===== src/design/slm_pkg.sv =====
/*
 * package of the supply level monitor register bank: offsets, field positions, reset values,
 * trigger codes and the carrier structs shared by the top and its edge leaf.
 * assumes byte-wide registers on a plain strobe port, one clock domain.
 */
package slm_pkg;

    localparam int unsigned ADDR_W = 4;
    localparam int unsigned DATA_W = 8;

    // byte addresses as printed; the port addresses bytes directly
    localparam logic [3:0] OFS_LEVEL_CTRL = 4'h8;
    localparam logic [3:0] OFS_IRQ_CTRL   = 4'h9;
    localparam logic [3:0] OFS_IRQ_FLAGS  = 4'ha;
    localparam logic [3:0] OFS_STATUS     = 4'hb;

    // field positions
    localparam int unsigned LEVEL_LSB   = 0;
    localparam int unsigned IRQ_EN_BIT  = 0;
    localparam int unsigned TRIG_LSB    = 1;
    localparam int unsigned FLAG_BIT    = 0;
    localparam int unsigned STATUS_BIT  = 0;

    localparam logic [7:0] RESET_BYTE = 8'h00;

    // threshold offset codes
    localparam logic [1:0] LEVEL_OFF                 = 2'h0;
    localparam logic [1:0] OFFSET_FIVE_PERCENT       = 2'h1;
    localparam logic [1:0] OFFSET_FIFTEEN_PERCENT    = 2'h2;
    localparam logic [1:0] OFFSET_TWENTYFIVE_PERCENT = 2'h3;

    // trigger condition codes
    localparam logic [1:0] TRIG_FALLING = 2'h0;
    localparam logic [1:0] TRIG_RISING  = 2'h1;
    localparam logic [1:0] TRIG_BOTH    = 2'h2;

    typedef struct packed {
        logic [1:0] trigger_condition_select;
        logic       monitor_irq_enable;
        logic [1:0] threshold_offset_select;
    } slm_cfg_type;

    typedef struct packed {
        logic fell;
        logic rose;
    } slm_edge_type;

endpackage


===== src/design/slm_edge.sv =====
/*
 * crossing detector on the synchronised below-threshold level.
 * assumes a synchronous level input; edges are suppressed while not armed.
 */
`timescale 1ns/10ps
module slm_edge (
    input  wire logic          clk_i,
    input  wire logic          arst_n_i,
    input  wire logic          level_i,
    input  wire logic          armed_i,
    output slm_pkg::slm_edge_type edge_o
);
    logic last_reg;
    logic last_next;

    always_comb begin
        last_next = level_i;
    end

    always_ff @(posedge clk_i or negedge arst_n_i) begin
        if (!arst_n_i) begin
            last_reg <= 1'b0;
        end else begin
            last_reg <= last_next;
        end
    end

    // level high means below: rising level is the supply falling
    assign edge_o.fell = armed_i & level_i & ~last_reg;
    assign edge_o.rose = armed_i & ~level_i & last_reg;
endmodule


===== src/design/slm_sync.sv =====
/*
 * two-flop synchroniser for the comparator level, the detector enable and the debug halt.
 * assumes the inputs may change at any time relative to clk_i.
 */
`timescale 1ns/10ps
module slm_sync (
    input  wire logic clk_i,
    input  wire logic arst_n_i,
    input  wire logic async_i,
    output logic      sync_o
);
    logic stage1_reg;
    logic stage2_reg;

    // stage1 feeds only stage2
    always_ff @(posedge clk_i or negedge arst_n_i) begin
        if (!arst_n_i) begin
            stage1_reg <= 1'b0;
            stage2_reg <= 1'b0;
        end else begin
            stage1_reg <= async_i;
            stage2_reg <= stage1_reg;
        end
    end

    assign sync_o = stage2_reg;
endmodule


===== src/design/slm_top.sv =====
/*
 * supply level monitor register bank: threshold offset, trigger choice, interrupt enable,
 * sticky event flag, status live while the detector runs and one level interrupt output.
 * assumes the analogue comparator drives below_i (high when supply below the monitor trip
 * point), the detector drives its enable level, and both are asynchronous to clk_i.
 */
// The address-and-strobe port was left to the implementer.
`timescale 1ns/10ps
module slm_top (
    input  wire logic                        clk_i,
    input  wire logic                        arst_n_i,
    input  wire logic [slm_pkg::ADDR_W-1:0]  addr_i,
    input  wire logic [slm_pkg::DATA_W-1:0]  wdata_i,
    input  wire logic                        wr_i,
    input  wire logic                        rd_i,
    output logic      [slm_pkg::DATA_W-1:0]  rdata_o,
    input  wire logic                        below_i,
    input  wire logic                        detector_en_i,
    input  wire logic                        debug_halt_i,
    output logic [1:0]                       threshold_offset_o,
    output logic                             monitor_on_o,
    output logic                             irq_o
);
    slm_pkg::slm_cfg_type  cfg_reg;
    slm_pkg::slm_cfg_type  cfg_next;
    logic                  flag_reg;
    logic                  flag_next;
    logic                  status_reg;
    logic                  status_next;
    logic [7:0]            rdata_reg;
    logic [7:0]            rdata_next;
    logic                  irq_reg;
    logic                  irq_next;
    logic [1:0]            thr_reg;
    logic                  on_reg;
    logic                  below_sync;
    logic                  det_en_sync;
    logic                  halt_sync;
    logic                  armed;
    logic                  hit;
    slm_pkg::slm_edge_type edge_s;

    // comparator and enable are analogue-side levels
    slm_sync u_sync_below (
        .clk_i    (clk_i),
        .arst_n_i (arst_n_i),
        .async_i  (below_i),
        .sync_o   (below_sync)
    );

    slm_sync u_sync_en (
        .clk_i    (clk_i),
        .arst_n_i (arst_n_i),
        .async_i  (detector_en_i),
        .sync_o   (det_en_sync)
    );

    slm_sync u_sync_halt (
        .clk_i    (clk_i),
        .arst_n_i (arst_n_i),
        .async_i  (debug_halt_i),
        .sync_o   (halt_sync)
    );

    // monitor off in code zero, and only meaningful with the detector running
    assign armed = det_en_sync & (cfg_reg.threshold_offset_select != slm_pkg::LEVEL_OFF);

    slm_edge u_edge (
        .clk_i    (clk_i),
        .arst_n_i (arst_n_i),
        .level_i  (below_sync),
        .armed_i  (armed),
        .edge_o   (edge_s)
    );

    function automatic logic trig_match(input logic [1:0] sel, input slm_pkg::slm_edge_type e);
        logic m;
        m = 1'b0;
        case (sel)
            slm_pkg::TRIG_FALLING: m = e.fell;
            slm_pkg::TRIG_RISING:  m = e.rose;
            slm_pkg::TRIG_BOTH:    m = e.fell | e.rose;
            default:               m = 1'b0;                         // reserved code never triggers
        endcase
        return m;
    endfunction

    assign hit = trig_match(cfg_reg.trigger_condition_select, edge_s);

    always_comb begin
        cfg_next    = cfg_reg;
        flag_next   = flag_reg;
        status_next = status_reg;
        if (wr_i) begin
            if (addr_i == slm_pkg::OFS_LEVEL_CTRL) begin
                cfg_next.threshold_offset_select = wdata_i[slm_pkg::LEVEL_LSB +: 2];
            end else if (addr_i == slm_pkg::OFS_IRQ_CTRL) begin
                cfg_next.monitor_irq_enable       = wdata_i[slm_pkg::IRQ_EN_BIT];
                cfg_next.trigger_condition_select = wdata_i[slm_pkg::TRIG_LSB +: 2];
            end else if (addr_i == slm_pkg::OFS_IRQ_FLAGS) begin
                if (wdata_i[slm_pkg::FLAG_BIT]) begin
                    flag_next = 1'b0;
                end
            end
        end
        // set beats a clear in the same cycle; no set without the detector
        if (hit) begin
            flag_next = 1'b1;
        end
        // status follows the comparator only while the detector runs, else holds; writes to it have no effect
        if (det_en_sync) begin
            status_next = below_sync;
        end
    end

    always_comb begin
        rdata_next = slm_pkg::RESET_BYTE;
        if (rd_i) begin
            if (addr_i == slm_pkg::OFS_LEVEL_CTRL) begin
                rdata_next[slm_pkg::LEVEL_LSB +: 2] = cfg_reg.threshold_offset_select;
            end else if (addr_i == slm_pkg::OFS_IRQ_CTRL) begin
                rdata_next[slm_pkg::IRQ_EN_BIT]    = cfg_reg.monitor_irq_enable;
                rdata_next[slm_pkg::TRIG_LSB +: 2] = cfg_reg.trigger_condition_select;
            end else if (addr_i == slm_pkg::OFS_IRQ_FLAGS) begin
                rdata_next[slm_pkg::FLAG_BIT] = flag_reg;
            end else if (addr_i == slm_pkg::OFS_STATUS) begin
                rdata_next[slm_pkg::STATUS_BIT] = status_reg;
            end
        end
    end

    always_comb begin
        // held off during debug halt, then returns while flag still set
        irq_next = cfg_reg.monitor_irq_enable & flag_reg & ~halt_sync;
    end

    always_ff @(posedge clk_i or negedge arst_n_i) begin
        if (!arst_n_i) begin
            cfg_reg    <= '0;
            flag_reg   <= 1'b0;
            status_reg <= 1'b0;
            rdata_reg  <= slm_pkg::RESET_BYTE;
            irq_reg    <= 1'b0;
            thr_reg    <= slm_pkg::LEVEL_OFF;
            on_reg     <= 1'b0;
        end else begin
            cfg_reg    <= cfg_next;
            flag_reg   <= flag_next;
            status_reg <= status_next;
            rdata_reg  <= rdata_next;
            irq_reg    <= irq_next;
            thr_reg    <= cfg_next.threshold_offset_select;
            on_reg     <= cfg_next.threshold_offset_select != slm_pkg::LEVEL_OFF;
        end
    end

    assign rdata_o            = rdata_reg;
    assign irq_o              = irq_reg;
    assign threshold_offset_o = thr_reg;
    assign monitor_on_o       = on_reg;
endmodule


===== config.mk =====
export PLATFORM = sky130hd
export DESIGN_NAME = slm_top
export DESIGN_NICKNAME = d
export VERILOG_FILES = /design/src/design/slm_pkg.sv /design/src/design/slm_edge.sv /design/src/design/slm_sync.sv /design/src/design/slm_top.sv
export SDC_FILE = /design/constraint.sdc
export NUM_CORES = 1
export LEC_CHECK = 0
export BUFFER_PORTS_ARGS = -buffer_cell sky130_fd_sc_hd__buf_2
export CORE_UTILIZATION = 45
export DETAILED_ROUTE_END_ITERATION = 8
export HOLD_SLACK_MARGIN = 0.15
export PLACE_DENSITY = 0.87
export SLEW_MARGIN = 20
export SYNTH_ARGS = -nofsm -noshare
export SYNTH_HDL_FRONTEND = slang
export SYNTH_SLANG_ARGS = --single-unit

===== constraint.sdc =====
create_clock -name clk_i -period 1.4 [get_ports clk_i]
set_input_delay 0.28 -clock clk_i [delete_from_list [all_inputs] [get_ports clk_i]]
set_output_delay 0.28 -clock clk_i [all_outputs]
set_load 0.02 [all_outputs]

-- Word-level counts from Yosys, hierarchy flattened
Cells that the tools add are included.
- multiplexer cells: 16
- bitwise logic cells: 12
- equality and inequality tests: 8
- reduce and logical (&&, ||, !) cells: 8
- operator list (operator ; number):
    $eq 4x4->1 const B ; 4
    $mux 1 ; 10
    $reduce_bool 2->1 ; 5
    $mux 2 ; 4
    $and 1x1->1 ; 7
    $reduce_and 5->1 ; 1
    $ne 2x2->1 const B ; 2
    $not 1->1 ; 4
    $mux 3 ; 1
    $pmux 1 s3 ; 1
    $reduce_and 3->1 ; 1
    $eq 2x1->1 const B ; 1
    $eq 2x2->1 const B ; 1
    $logic_not 2->1 ; 1
    $or 1x1->1 ; 1
- input bits: 19
- register bits: 19
- output and inout port bits: 12
- word-level logic and storage cells: 59

-- Logic depth before layout (Yosys ltp)
Gate-level depths: netlist (run 1).
- word-level depth: 8
- gate-level depth with buffers: 3
- depth with buffers taken out: 3

-- Modules after synthesis
A second synthesis (run 1) with hierarchy kept.
- cell total of the unflattened synthesis: 57
- area total of the unflattened synthesis: 768.2 sq um
- by module, submodules not included (module ; area each (sq um) ; sequential area each (sq um) ; cells an instance ; instances):
    slm_top ; 575.6 ; 300.3 ; 48 ; 1
    slm_sync ; 50.0 ; 50.0 ; 2 ; 3
    slm_edge ; 42.5 ; 25.0 ; 3 ; 1

-- Worst setup path before layout (run 1)
OpenSTA, ideal clock, no wires.
- kind: input -> register
- from: input addr_i[2] (netlist bit)
- to: register cfg_reg[2] (netlist bit)
- data required time: 1.275 ns
- stages: 3
- arrival time: 1.020 ns
- buffers on the path: 0
- path slack: 0.255 ns
- setup time: 0.125 ns
- cell sequence: nor3b_2 -> and3_2 -> mux2_2
- cells in the longest elaborated chain, start to end: 3
- elaborated cells on any way between the ends: 4
- classes of those cells: 2 x eq/ne; 1 x bitwise; 1 x reduce/logical
- ends and longest elaborated chain (what ; RTL line ; text):
    from (decl) ; slm_top.sv:12 ; input wire logic [slm_pkg::ADDR_W-1:0] addr_i,
    $eq 4x4->1 ; slm_top.sv:95 ; if (addr_i == slm_pkg::OFS_LEVEL_CTRL) begin
    $not 1->1 (no source line) ; - ;
    $reduce_and 3->1 (no source line) * ; - ;
    to (signal assigned) ; slm_top.sv:147 ; cfg_reg <= cfg_next;
    to (decl) ; slm_top.sv:24 ; slm_pkg::slm_cfg_type cfg_reg;
Mark *: on every way between the ends. The rest lies on a longest branch, timed or not.
A chain may end at the register's enable or synchronous reset.

==> impl_metrics.csv, run 1 <==
group,metric,value,unit
run_status,status,"finished clean",
floorplan,num_rows,14,
global_route,antenna_found_initial,0,
cts,clk_pin_slew,0.10,ns
cts,postCtsSetupRepairBufs,0,
yosys,synth_cells,56,
min_path,hp-class,"primary input to register",
critical_path,crit_path_end_kind,"register",
cts,cts-resized-gates,0,
pwr,leakage,0.000462,uW
detailed_routing,postRouteAntennaNets,0,
pwr,total_power,1170,uW
global_route,use_met2,28.4,%
global_route,grt_use_met3,5.11,%
global_route,grt_usage,15.7,%
timing,skew,0.000797,ns
critical_path,critPathLaunchType,"register",
critical_path,path_max_fanout,4,
timing,layout_min_cycle_time,1.18,ns
final_layout,fillers,124,
critical_path,crit_required,1.59,ns
final_layout,nets,101,
cts,cts_max_path_buffers,2,
floorplan,pin_count,31,
placed_design,gp_congestion,0.799,
global_route,grt_pass1_vias,491,
final_layout,design_area,911,um2
yosys,avgSynthCellArea,13.6,um2
yosys,ys.flop_type,"dfrtp_1",
global_route,met1_usage,15.0,%
timing,drv_slew,0,
final_layout,area_delta_synth_final,19.7,%
yosys,synth_edf_count,0,
yosys,ys_top_cells_by_area,"dfrtp_1 63%, mux2_2 8.9%, buf_4 6.9%, mux4_2 3.0%, nor2_1 3.0%",
yosys,syn_area,761,um2
detailed_routing,route.detailed.drc,0,
global_route,grt_pass1_wl,2.03,mm
global_route,top_usage_layer,"met2",
timing,setup_tns,0,ns
placed_design,port_buffers,20,
critical_path,r2r_setup_slack,0.22,ns
critical_path,crit_end,"rdata_o[0]$_DFF_PN0_",
timing,period_share,84.3,%
final_layout,drive_above_1_share,43.2,%
floorplan,initial_utilization,49.4,%
timing,rsz0062_at_grt,"false",
cts,cts.sinks,19,
flow_run,drv_cap,0,
cts,htree_levels,1,
placed_design,dp_cells,89,
floorplan,dieArea,1860,um2
yosys,synth_area_leader_cell,"dfrtp_1",
floorplan,core_area,1540,um2
placed_design,dp_hpwl,938,um
critical_path,cp-startpoint,"threshold_offset_o[0]$_DFF_PN0_",
yosys,ys_seq_area_share,62.5,%
detailed_routing,viasPerCell,5.01,
global_route,overflow,0,
yosys,synth_most_common_cell,"dfrtp_1",
critical_path,r2r_end,"rdata_o[0]$_DFF_PN0_",
cts,cts-root-buf,"clkbuf_4",
cts,clk_latency,0.29,ns
final_layout,seqCellArea,475,um2
detailed_routing,drt_wl_total,1.20,mm
final_layout,multi_input_area,248,um2
detailed_routing,wl_per_cell,12.4,um
critical_path,worstPathArrival,1.37,ns
floorplan,die_h,43.1,um
timing,setup-violations-final,0,
yosys,yosys_register_bits,19,
cts,cts_buffers,3,
timing,max_clock_freq,847,MHz
placed_design,postPlaceCellArea,843,um2
final_layout,final_cells,97,
floorplan,fp.dieW,43.1,um
min_path,min_from,"wdata_i[2]",
yosys,async_flop_share,100,%
critical_path,crit_type,"register to register",
final_layout,final_core_util,59.1,%
cts,cts_tree,"built",
yosys,netlist.area_leader.share,62.5,%
yosys,synth.distinct_cells,18,
detailed_routing,firstDrtPassIters,3,
timing,hold_violations,0,
pwr,peakVddDrop,0.000731,V
detailed_routing,vias,486,
critical_path,reg2regPathDepth,2,
pwr,p_per_area,1290,nW/um2
final_layout,num_antenna_cells,0,
detailed_routing,drtIter0Drc,3,
cts,postCtsHoldBufs,4,
yosys,yosysWarnings,0,
critical_path,r2r-start,"threshold_offset_o[0]$_DFF_PN0_",
yosys,synthTopCellsByCount,"19 x dfrtp_1, 7 x buf_4, 6 x mux2_2, 6 x nor2_1, 4 x nand2_1",
global_route,grt_max_degree,20,
==> cell families (layout without fill, tap and decap cells) <==
group                  Yosys count  after routing  share of synthesized area [%]
and+or+nand+nor                 16             16                           11.2
DFF                             19             19                           62.5
AOI/OAI and AO/OA                4              4                           4.44
other                            1              5                          0.493
muxes                            9              9                           14.5
buffers and inverters            7             28                           6.91
==> metrics by stage <==
step | worst slack, ns | hold slack [ns]
global placement | 0.0821 | 0.228
CTS | 0.208 | 0.225
floorplan | 0.255 | -0.0156
finish | 0.220 | 0.229
global route | 0.175 | 0.212
detailed placement | 0.0301 | 0.231
==> layout by cell type (no fill, tap or decap) <==
cell type      netlist  layout
nor2_1               6       6
mux2_2               6       6
a32o_1               1       1
a21oi_1              1       1
nor3b_2              1       1
clkinv_2             0       1
and3_2               1       1
and3_1               1       1
clkbuf_4             0       3
mux4_2               1       1
conb_1               1       5
dfrtp_1             19      19
nand2_1              4       4
nand4_1              1       1
o21ba_2              1       1
dlygate4sd3_1        0       4
buf_2                0      20
and2b_2              1       1
a22o_1               1       1
mux2i_1              2       2
nor2b_1              1       1
==> worst max-delay path, stage by stage (launching register included) <==
cell and delay [ns]:
dfrtp_1 0.43, mux4_2 0.46, and3_1 0.19
==> final cells by class <==
class / instances / area share [%]
flip-flops and latches: 19 / 52.2
multi-input cells: 34 / 27.2
repair buffers: 24 / 15.4
clock buffers: 3 / 2.47
well taps: 16 / 2.20
clock inverters: 1 / 0.549
==> per-layer routing <==
metal  vias to the layer above  wire, um
met1                       231       470
li1                        229         -
met5                         -         0
met3                         4        80
met2                        22       618
met4                         0        29
==> power breakdown <==
| part | internal, uW | switching [uW] |
|---|---|---|
| combinational | 116 | 120 |
| clock | 106 | 159 |
| sequential | 621 | 49.4 |
==> how the worst min path moves through the flow <==
stage / end / cells past startpoint
3_5_place_dp: monitor_on_o$_DFF_PN0_ / 1
2_1_floorplan: cfg_reg[2]$_DFFE_PN0P_ / 0
5_1_grt: rdata_o[2]$_DFF_PN0_ / 3
4_1_cts: rdata_o[2]$_DFF_PN0_ / 3
3_3_place_gp: threshold_offset_o[0]$_DFF_PN0_ / 1
6_report: cfg_reg[4]$_DFFE_PN0P_ / 2
No activity file was read; power rests on OpenSTA's default activity.
==> run 2, diff against run 1 <==
==> constraint.sdc (replaced) <==
create_clock -name clk_i -period 1.1 [get_ports clk_i]
set_input_delay 0.22 -clock clk_i [delete_from_list [all_inputs] [get_ports clk_i]]
set_output_delay 0.22 -clock clk_i [all_outputs]
set_load 0.02 [all_outputs]
==> impl_metrics.csv, run 2 (synthesized netlist as in run 1, its figures left out) <==
group,metric,value,unit
run_status,status,"finished, violations left",
run_status,violations,"negative setup slack",
global_route,grt_usage,15.8,%
detailed_routing,route.detailed.drc,0,
critical_path,worstPathArrival,0.93,ns
final_layout,num_antenna_cells,0,
final_layout,most-common-layout-cells,"19 x dfrtp_1, 18 x buf_2, 9 x buf_4, 6 x nor2_1, 6 x mux2_2",
critical_path,path_max_fanout,3,
cts,clk_pin_slew,0.10,ns
timing,setup_tns,-0.0501,ns
detailed_routing,viasPerCell,4.90,
placed_design,dp_hpwl,955,um
critical_path,crit_path_end_kind,"output pin",
cts,htree_levels,1,
cts,cts_max_path_buffers,2,
floorplan,num_rows,14,
timing,hold_violations,0,
final_layout,final_common_cell,"dfrtp_1",
final_layout,drive_above_1_share,49.5,%
pwr,p_per_area,1640,nW/um2
critical_path,worst_path_largest_cell_delay,0.40,ns
pwr,peakVddDrop,0.000934,V
detailed_routing,drtIter0Drc,8,
placed_design,port_buffers,20,
final_layout,area_delta_synth_final,31.7,%
detailed_routing,vias,524,
flow_run,drv_cap,0,
cts,cts-root-buf,"clkbuf_4",
pwr,leakage,0.000515,uW
critical_path,cp_top_family,"flip-flops",
timing,layout_min_cycle_time,1.15,ns
critical_path,path_cells,"buf_6 -> buf_6",
detailed_routing,drt_wl_total,1.26,mm
floorplan,initial_utilization,49.4,%
floorplan,dieArea,1860,um2
detailed_routing,firstDrtPassIters,3,
timing,rsz0062_at_grt,"true",
critical_path,crit_slowest_cell,"dfrtp_1",
global_route,overflow,0,
timing,drv_slew,0,
placed_design,gp_congestion,0.815,
floorplan,fp.dieW,43.1,um
floorplan,pin_count,31,
cts,cts.sinks,19,
timing,max_clock_freq,872,MHz
cts,cts_tree,"built",
floorplan,core_area,1540,um2
global_route,antenna_found_initial,0,
timing,setup_ws,-0.0463,ns
floorplan,die_h,43.1,um
min_path,hp-class,"primary input to register",
critical_path,crit_required,0.88,ns
detailed_routing,wl_per_cell,11.8,um
final_layout,final_core_util,65.0,%
global_route,grt_max_degree,20,
global_route,grt_pass1_wl,2.19,mm
timing,period_share,104,%
timing,skew,0.00391,ns
final_layout,nets,111,
cts,cts_buffers,3,
global_route,grt_pass1_vias,533,
critical_path,crit_type,"register to output pin",
cts,clk_latency,0.28,ns
critical_path,cpMostUsedCell,"buf_6",
critical_path,cp.buffers_inverters,2,
timing,setup-violations-final,2,
detailed_routing,postRouteAntennaNets,0,
critical_path,critPathLaunchType,"register",
[run 2: worst register-to-register path, cell delays in order (launching register included)]
cell	delay (ns)
dfrtp_1	0.41
o21ba_2	0.20
a22o_1	0.18
a32o_1	0.21
[run 2: through the flow]
stage | power, uW | worst slack [ns] | hold slack (ns) | area (um2) | std cells
floorplan | 1090 | 0.0147 | -0.0756 | 776 | 60
global placement | 1220 | -0.165 | 0.164 | 896 | 96
detailed placement | 1240 | -0.192 | 0.175 | 896 | 96
CTS | 1610 | -0.0514 | 0.157 | 981 | 105
global route | 1740 | -0.0860 | 0.157 | 1000 | 107
finish | 1640 | -0.0463 | 0.161 | 1000 | 107
[run 2: layout make-up]
type | instances | area [um2]
clock inverters | 1 | 5.00
well taps | 16 | 20.0
clock buffers | 3 | 22.5
fillers | 127 | 539
multi-input cells | 34 | 248
flip-flops and latches | 19 | 475
repair buffers | 34 | 231
[run 2: path summary, 6_finish.rpt]
path | from | to | slack (ns) | cells after the start
setup / recovery | threshold_offset_o[0]$_DFF_PN0_ | threshold_offset_o[0] | -0.05 | 2
hold / removal | wdata_i[2] | cfg_reg[4]$_DFFE_PN0P_ | 0.16 | 2
setup reg to reg | cfg_reg[3]$_DFFE_PN0P_ | flag_reg$_DFFE_PN0P_ | 0 | 3
hold reg to reg | u_sync_below.stage1_reg$_DFF_PN0_ | u_sync_below.sync_o$_DFF_PN0_ | 0.36 | 0
max in group asynchronous | arst_n_i | u_sync_halt.stage1_reg$_DFF_PN0_ | 0.42 | 2
min in group asynchronous | arst_n_i | rdata_o[2]$_DFF_PN0_ | 0.39 | 2
[run 2: timing repair]
item / CTS / global route
resized for setup: 3 / 2
setup buffers: 1 / 2
endpoints found under the hold margin: 22 / 0
setup endpoints to repair: 4 / 4
hold buffers: 4 / 0
[run 2: where the power goes]
| group | switching (uW) | internal [uW] |
|---|---|---|
| logic | 200 | 270 |
| registers | 45.9 | 790 |
| clock network | 199 | 135 |
| total | 445 | 1200 |
[run 2: routing by layer]
layer | GRT usage, % | wire (um) | up-vias | share of wire, %
met1 | 19.5 | 543 | 249 | 43
li1 | - | - | 252 | -
met3 | 4.26 | 81 | 0 | 6.4
met5 | 0 | 0 | - | 0
met4 | 4.24 | 0 | 0 | 0
met2 | 27.2 | 633 | 23 | 50
==> run 3, diff against run 2 <==
--- a/config.mk
+++ b/config.mk
@@ -10,6 +10,7 @@
 export DETAILED_ROUTE_END_ITERATION = 8
 export HOLD_SLACK_MARGIN = 0.15
 export PLACE_DENSITY = 0.87
+export SETUP_SLACK_MARGIN = 0.02
 export SLEW_MARGIN = 20
 export SYNTH_ARGS = -nofsm -noshare
 export SYNTH_HDL_FRONTEND = slang
==> impl_metrics.csv, run 3 (synthesized netlist as in run 1, its figures left out) <==
group,metric,value,unit
final_layout,fillers,129,
cts,htree_levels,1,
cts,cts.sinks,19,
final_layout,final_common_cell,"dfrtp_1",
global_route,grt_pass1_vias,506,
min_path,whs_path_depth,2,
detailed_routing,postRouteAntennaNets,0,
placed_design,port_buffers,20,
final_layout,drive_above_1_share,49.5,%
cts,cts-root-buf,"clkbuf_4",
timing,rsz0062_at_grt,"true",
min_path,hp-class,"primary input to register",
pwr,p_per_area,1590,nW/um2
critical_path,worst_path_largest_cell_delay,0.42,ns
timing,max_clock_freq,856,MHz
cts,cts_buffers,3,
global_route,grt_max_degree,20,
critical_path,reg2regPathDepth,2,
floorplan,dieArea,1860,um2
detailed_routing,vias,520,
detailed_routing,firstDrtPassIters,4,
critical_path,crit_type,"register to output pin",
pwr,leakage,0.000516,uW
placed_design,dp_cells,98,
final_layout,nets,111,
placed_design,post-place-ws,-0.162,ns
timing,drv_slew,0,
global_route,overflow,0,
final_layout,area_delta_synth_final,33.1,%
critical_path,critPathLaunchType,"register",
floorplan,pin_count,31,
critical_path,crit_required,0.88,ns
critical_path,path_max_fanout,3,
critical_path,crit_path_end_kind,"output pin",
run_status,violations,"negative setup slack",
floorplan,fp.dieW,43.1,um
placed_design,gp_congestion,0.864,
run_status,status,"finished, violations left",
timing,hold_violations,0,
timing,setup-violations-final,3,
placed_design,dp_hpwl,919,um
detailed_routing,drtIter0Drc,7,
cts,clk_pin_slew,0.10,ns
global_route,antenna_found_initial,0,
timing,layout_min_cycle_time,1.17,ns
global_route,grt_pass1_wl,2.04,mm
cts,cts_max_path_buffers,2,
detailed_routing,viasPerCell,4.86,
final_layout,num_antenna_cells,0,
final_layout,design_area,1010,um2
critical_path,worstPathArrival,0.95,ns
floorplan,die_h,43.1,um
flow_run,drv_cap,0,
detailed_routing,route.detailed.drc,0,
timing,period_share,106,%
critical_path,cp.buffers_inverters,2,
floorplan,num_rows,14,
critical_path,path_cells,"buf_6 -> buf_6",
cts,clk_latency,0.28,ns
placed_design,postPlaceCellArea,921,um2
timing,whs,0.157,ns
global_route,grt_usage,15.3,%
critical_path,cpMostUsedCell,"buf_6",
floorplan,initial_utilization,49.4,%
floorplan,core_area,1540,um2
cts,cts_tree,"built",
pwr,peakVddDrop,0.00121,V
final_layout,final_cells,107,
detailed_routing,wl_per_cell,11.3,um
timing,setup_ws,-0.0688,ns
critical_path,cp_top_family,"flip-flops",
timing,skew,0.00221,ns
detailed_routing,drt_wl_total,1.21,mm
final_layout,most-common-layout-cells,"19 x dfrtp_1, 18 x buf_2, 9 x buf_4, 6 x nor2_1, 6 x mux2_2",
critical_path,crit_cells,2,
critical_path,crit_slowest_cell,"dfrtp_1",
-- run 3: cell count changes in the layout (fill, tap and decap cells not counted) --
cell,change
and3_2,-1
and3_4,+1
nor3b_2,-1
nor3b_4,+1
-- run 3: power breakdown --
part	internal, uW	switching [uW]
combinational	249	196
sequential	790	46.9
clock	135	195
-- run 3: area by class of cell --
| type | count | area [um2] | share of cell area, % |
|---|---|---|---|
| clock buffers | 3 | 22.5 | 2.22 |
| repair buffers | 34 | 231 | 22.9 |
| flip-flops and latches | 19 | 475 | 47.0 |
| clock inverters | 1 | 5.00 | 0.494 |
| well taps | 16 | 20.0 | 1.98 |
| multi-input cells | 34 | 258 | 25.5 |
-- run 3: per-layer routing --
metal / share of wire (%) / wire length, um / GRT usage, %
met3: 6.1 / 74 / 5.53
met1: 41 / 494 / 16.3
met2: 52 / 628 / 26.3
met5: 0 / 0 / 0
met4: 1.2 / 14 / 7.27
-- run 3: worst paths after layout --
kind	slack, ns	from	end
worst max register to register	-0.01	threshold_offset_o[0]$_DFF_PN0_	rdata_o[0]$_DFF_PN0_
min in group asynchronous	0.38	arst_n_i	rdata_o[0]$_DFF_PN0_
worst min register to register	0.36	u_sync_halt.stage1_reg$_DFF_PN0_	u_sync_halt.sync_o$_DFF_PN0_
max in group asynchronous	0.43	arst_n_i	flag_reg$_DFFE_PN0P_
worst max-delay path	-0.07	threshold_offset_o[0]$_DFF_PN0_	threshold_offset_o[0]
worst min-delay path	0.16	wdata_i[2]	cfg_reg[4]$_DFFE_PN0P_
-- run 3: timing repair --
| item | CTS | global route |
|---|---|---|
| cloned | 0 | 0 |
| gates resized for setup | 5 | 0 |
| hold buffers | 4 | 0 |
| buffers inserted | 1 | 0 |
| endpoints found under the setup margin | 4 | 4 |
| endpoints found under the hold margin | 22 | 0 |
-- run 3: worst reg2reg max path, cell delays in order (launching register included) --
cell and delay, ns:
dfrtp_1 0.42, mux4_2 0.45, and3_1 0.15
-- run 3: metrics by stage --
step	power [uW]	setup TNS, ns	utilization (%)
floorplan	1090	0	-
global placement	1230	-0.528	59.7
detailed placement	1240	-0.610	59.7
CTS	1630	-0.0904	65.7
global route	1710	-0.248	65.7
finish	1610	-0.0821	65.7
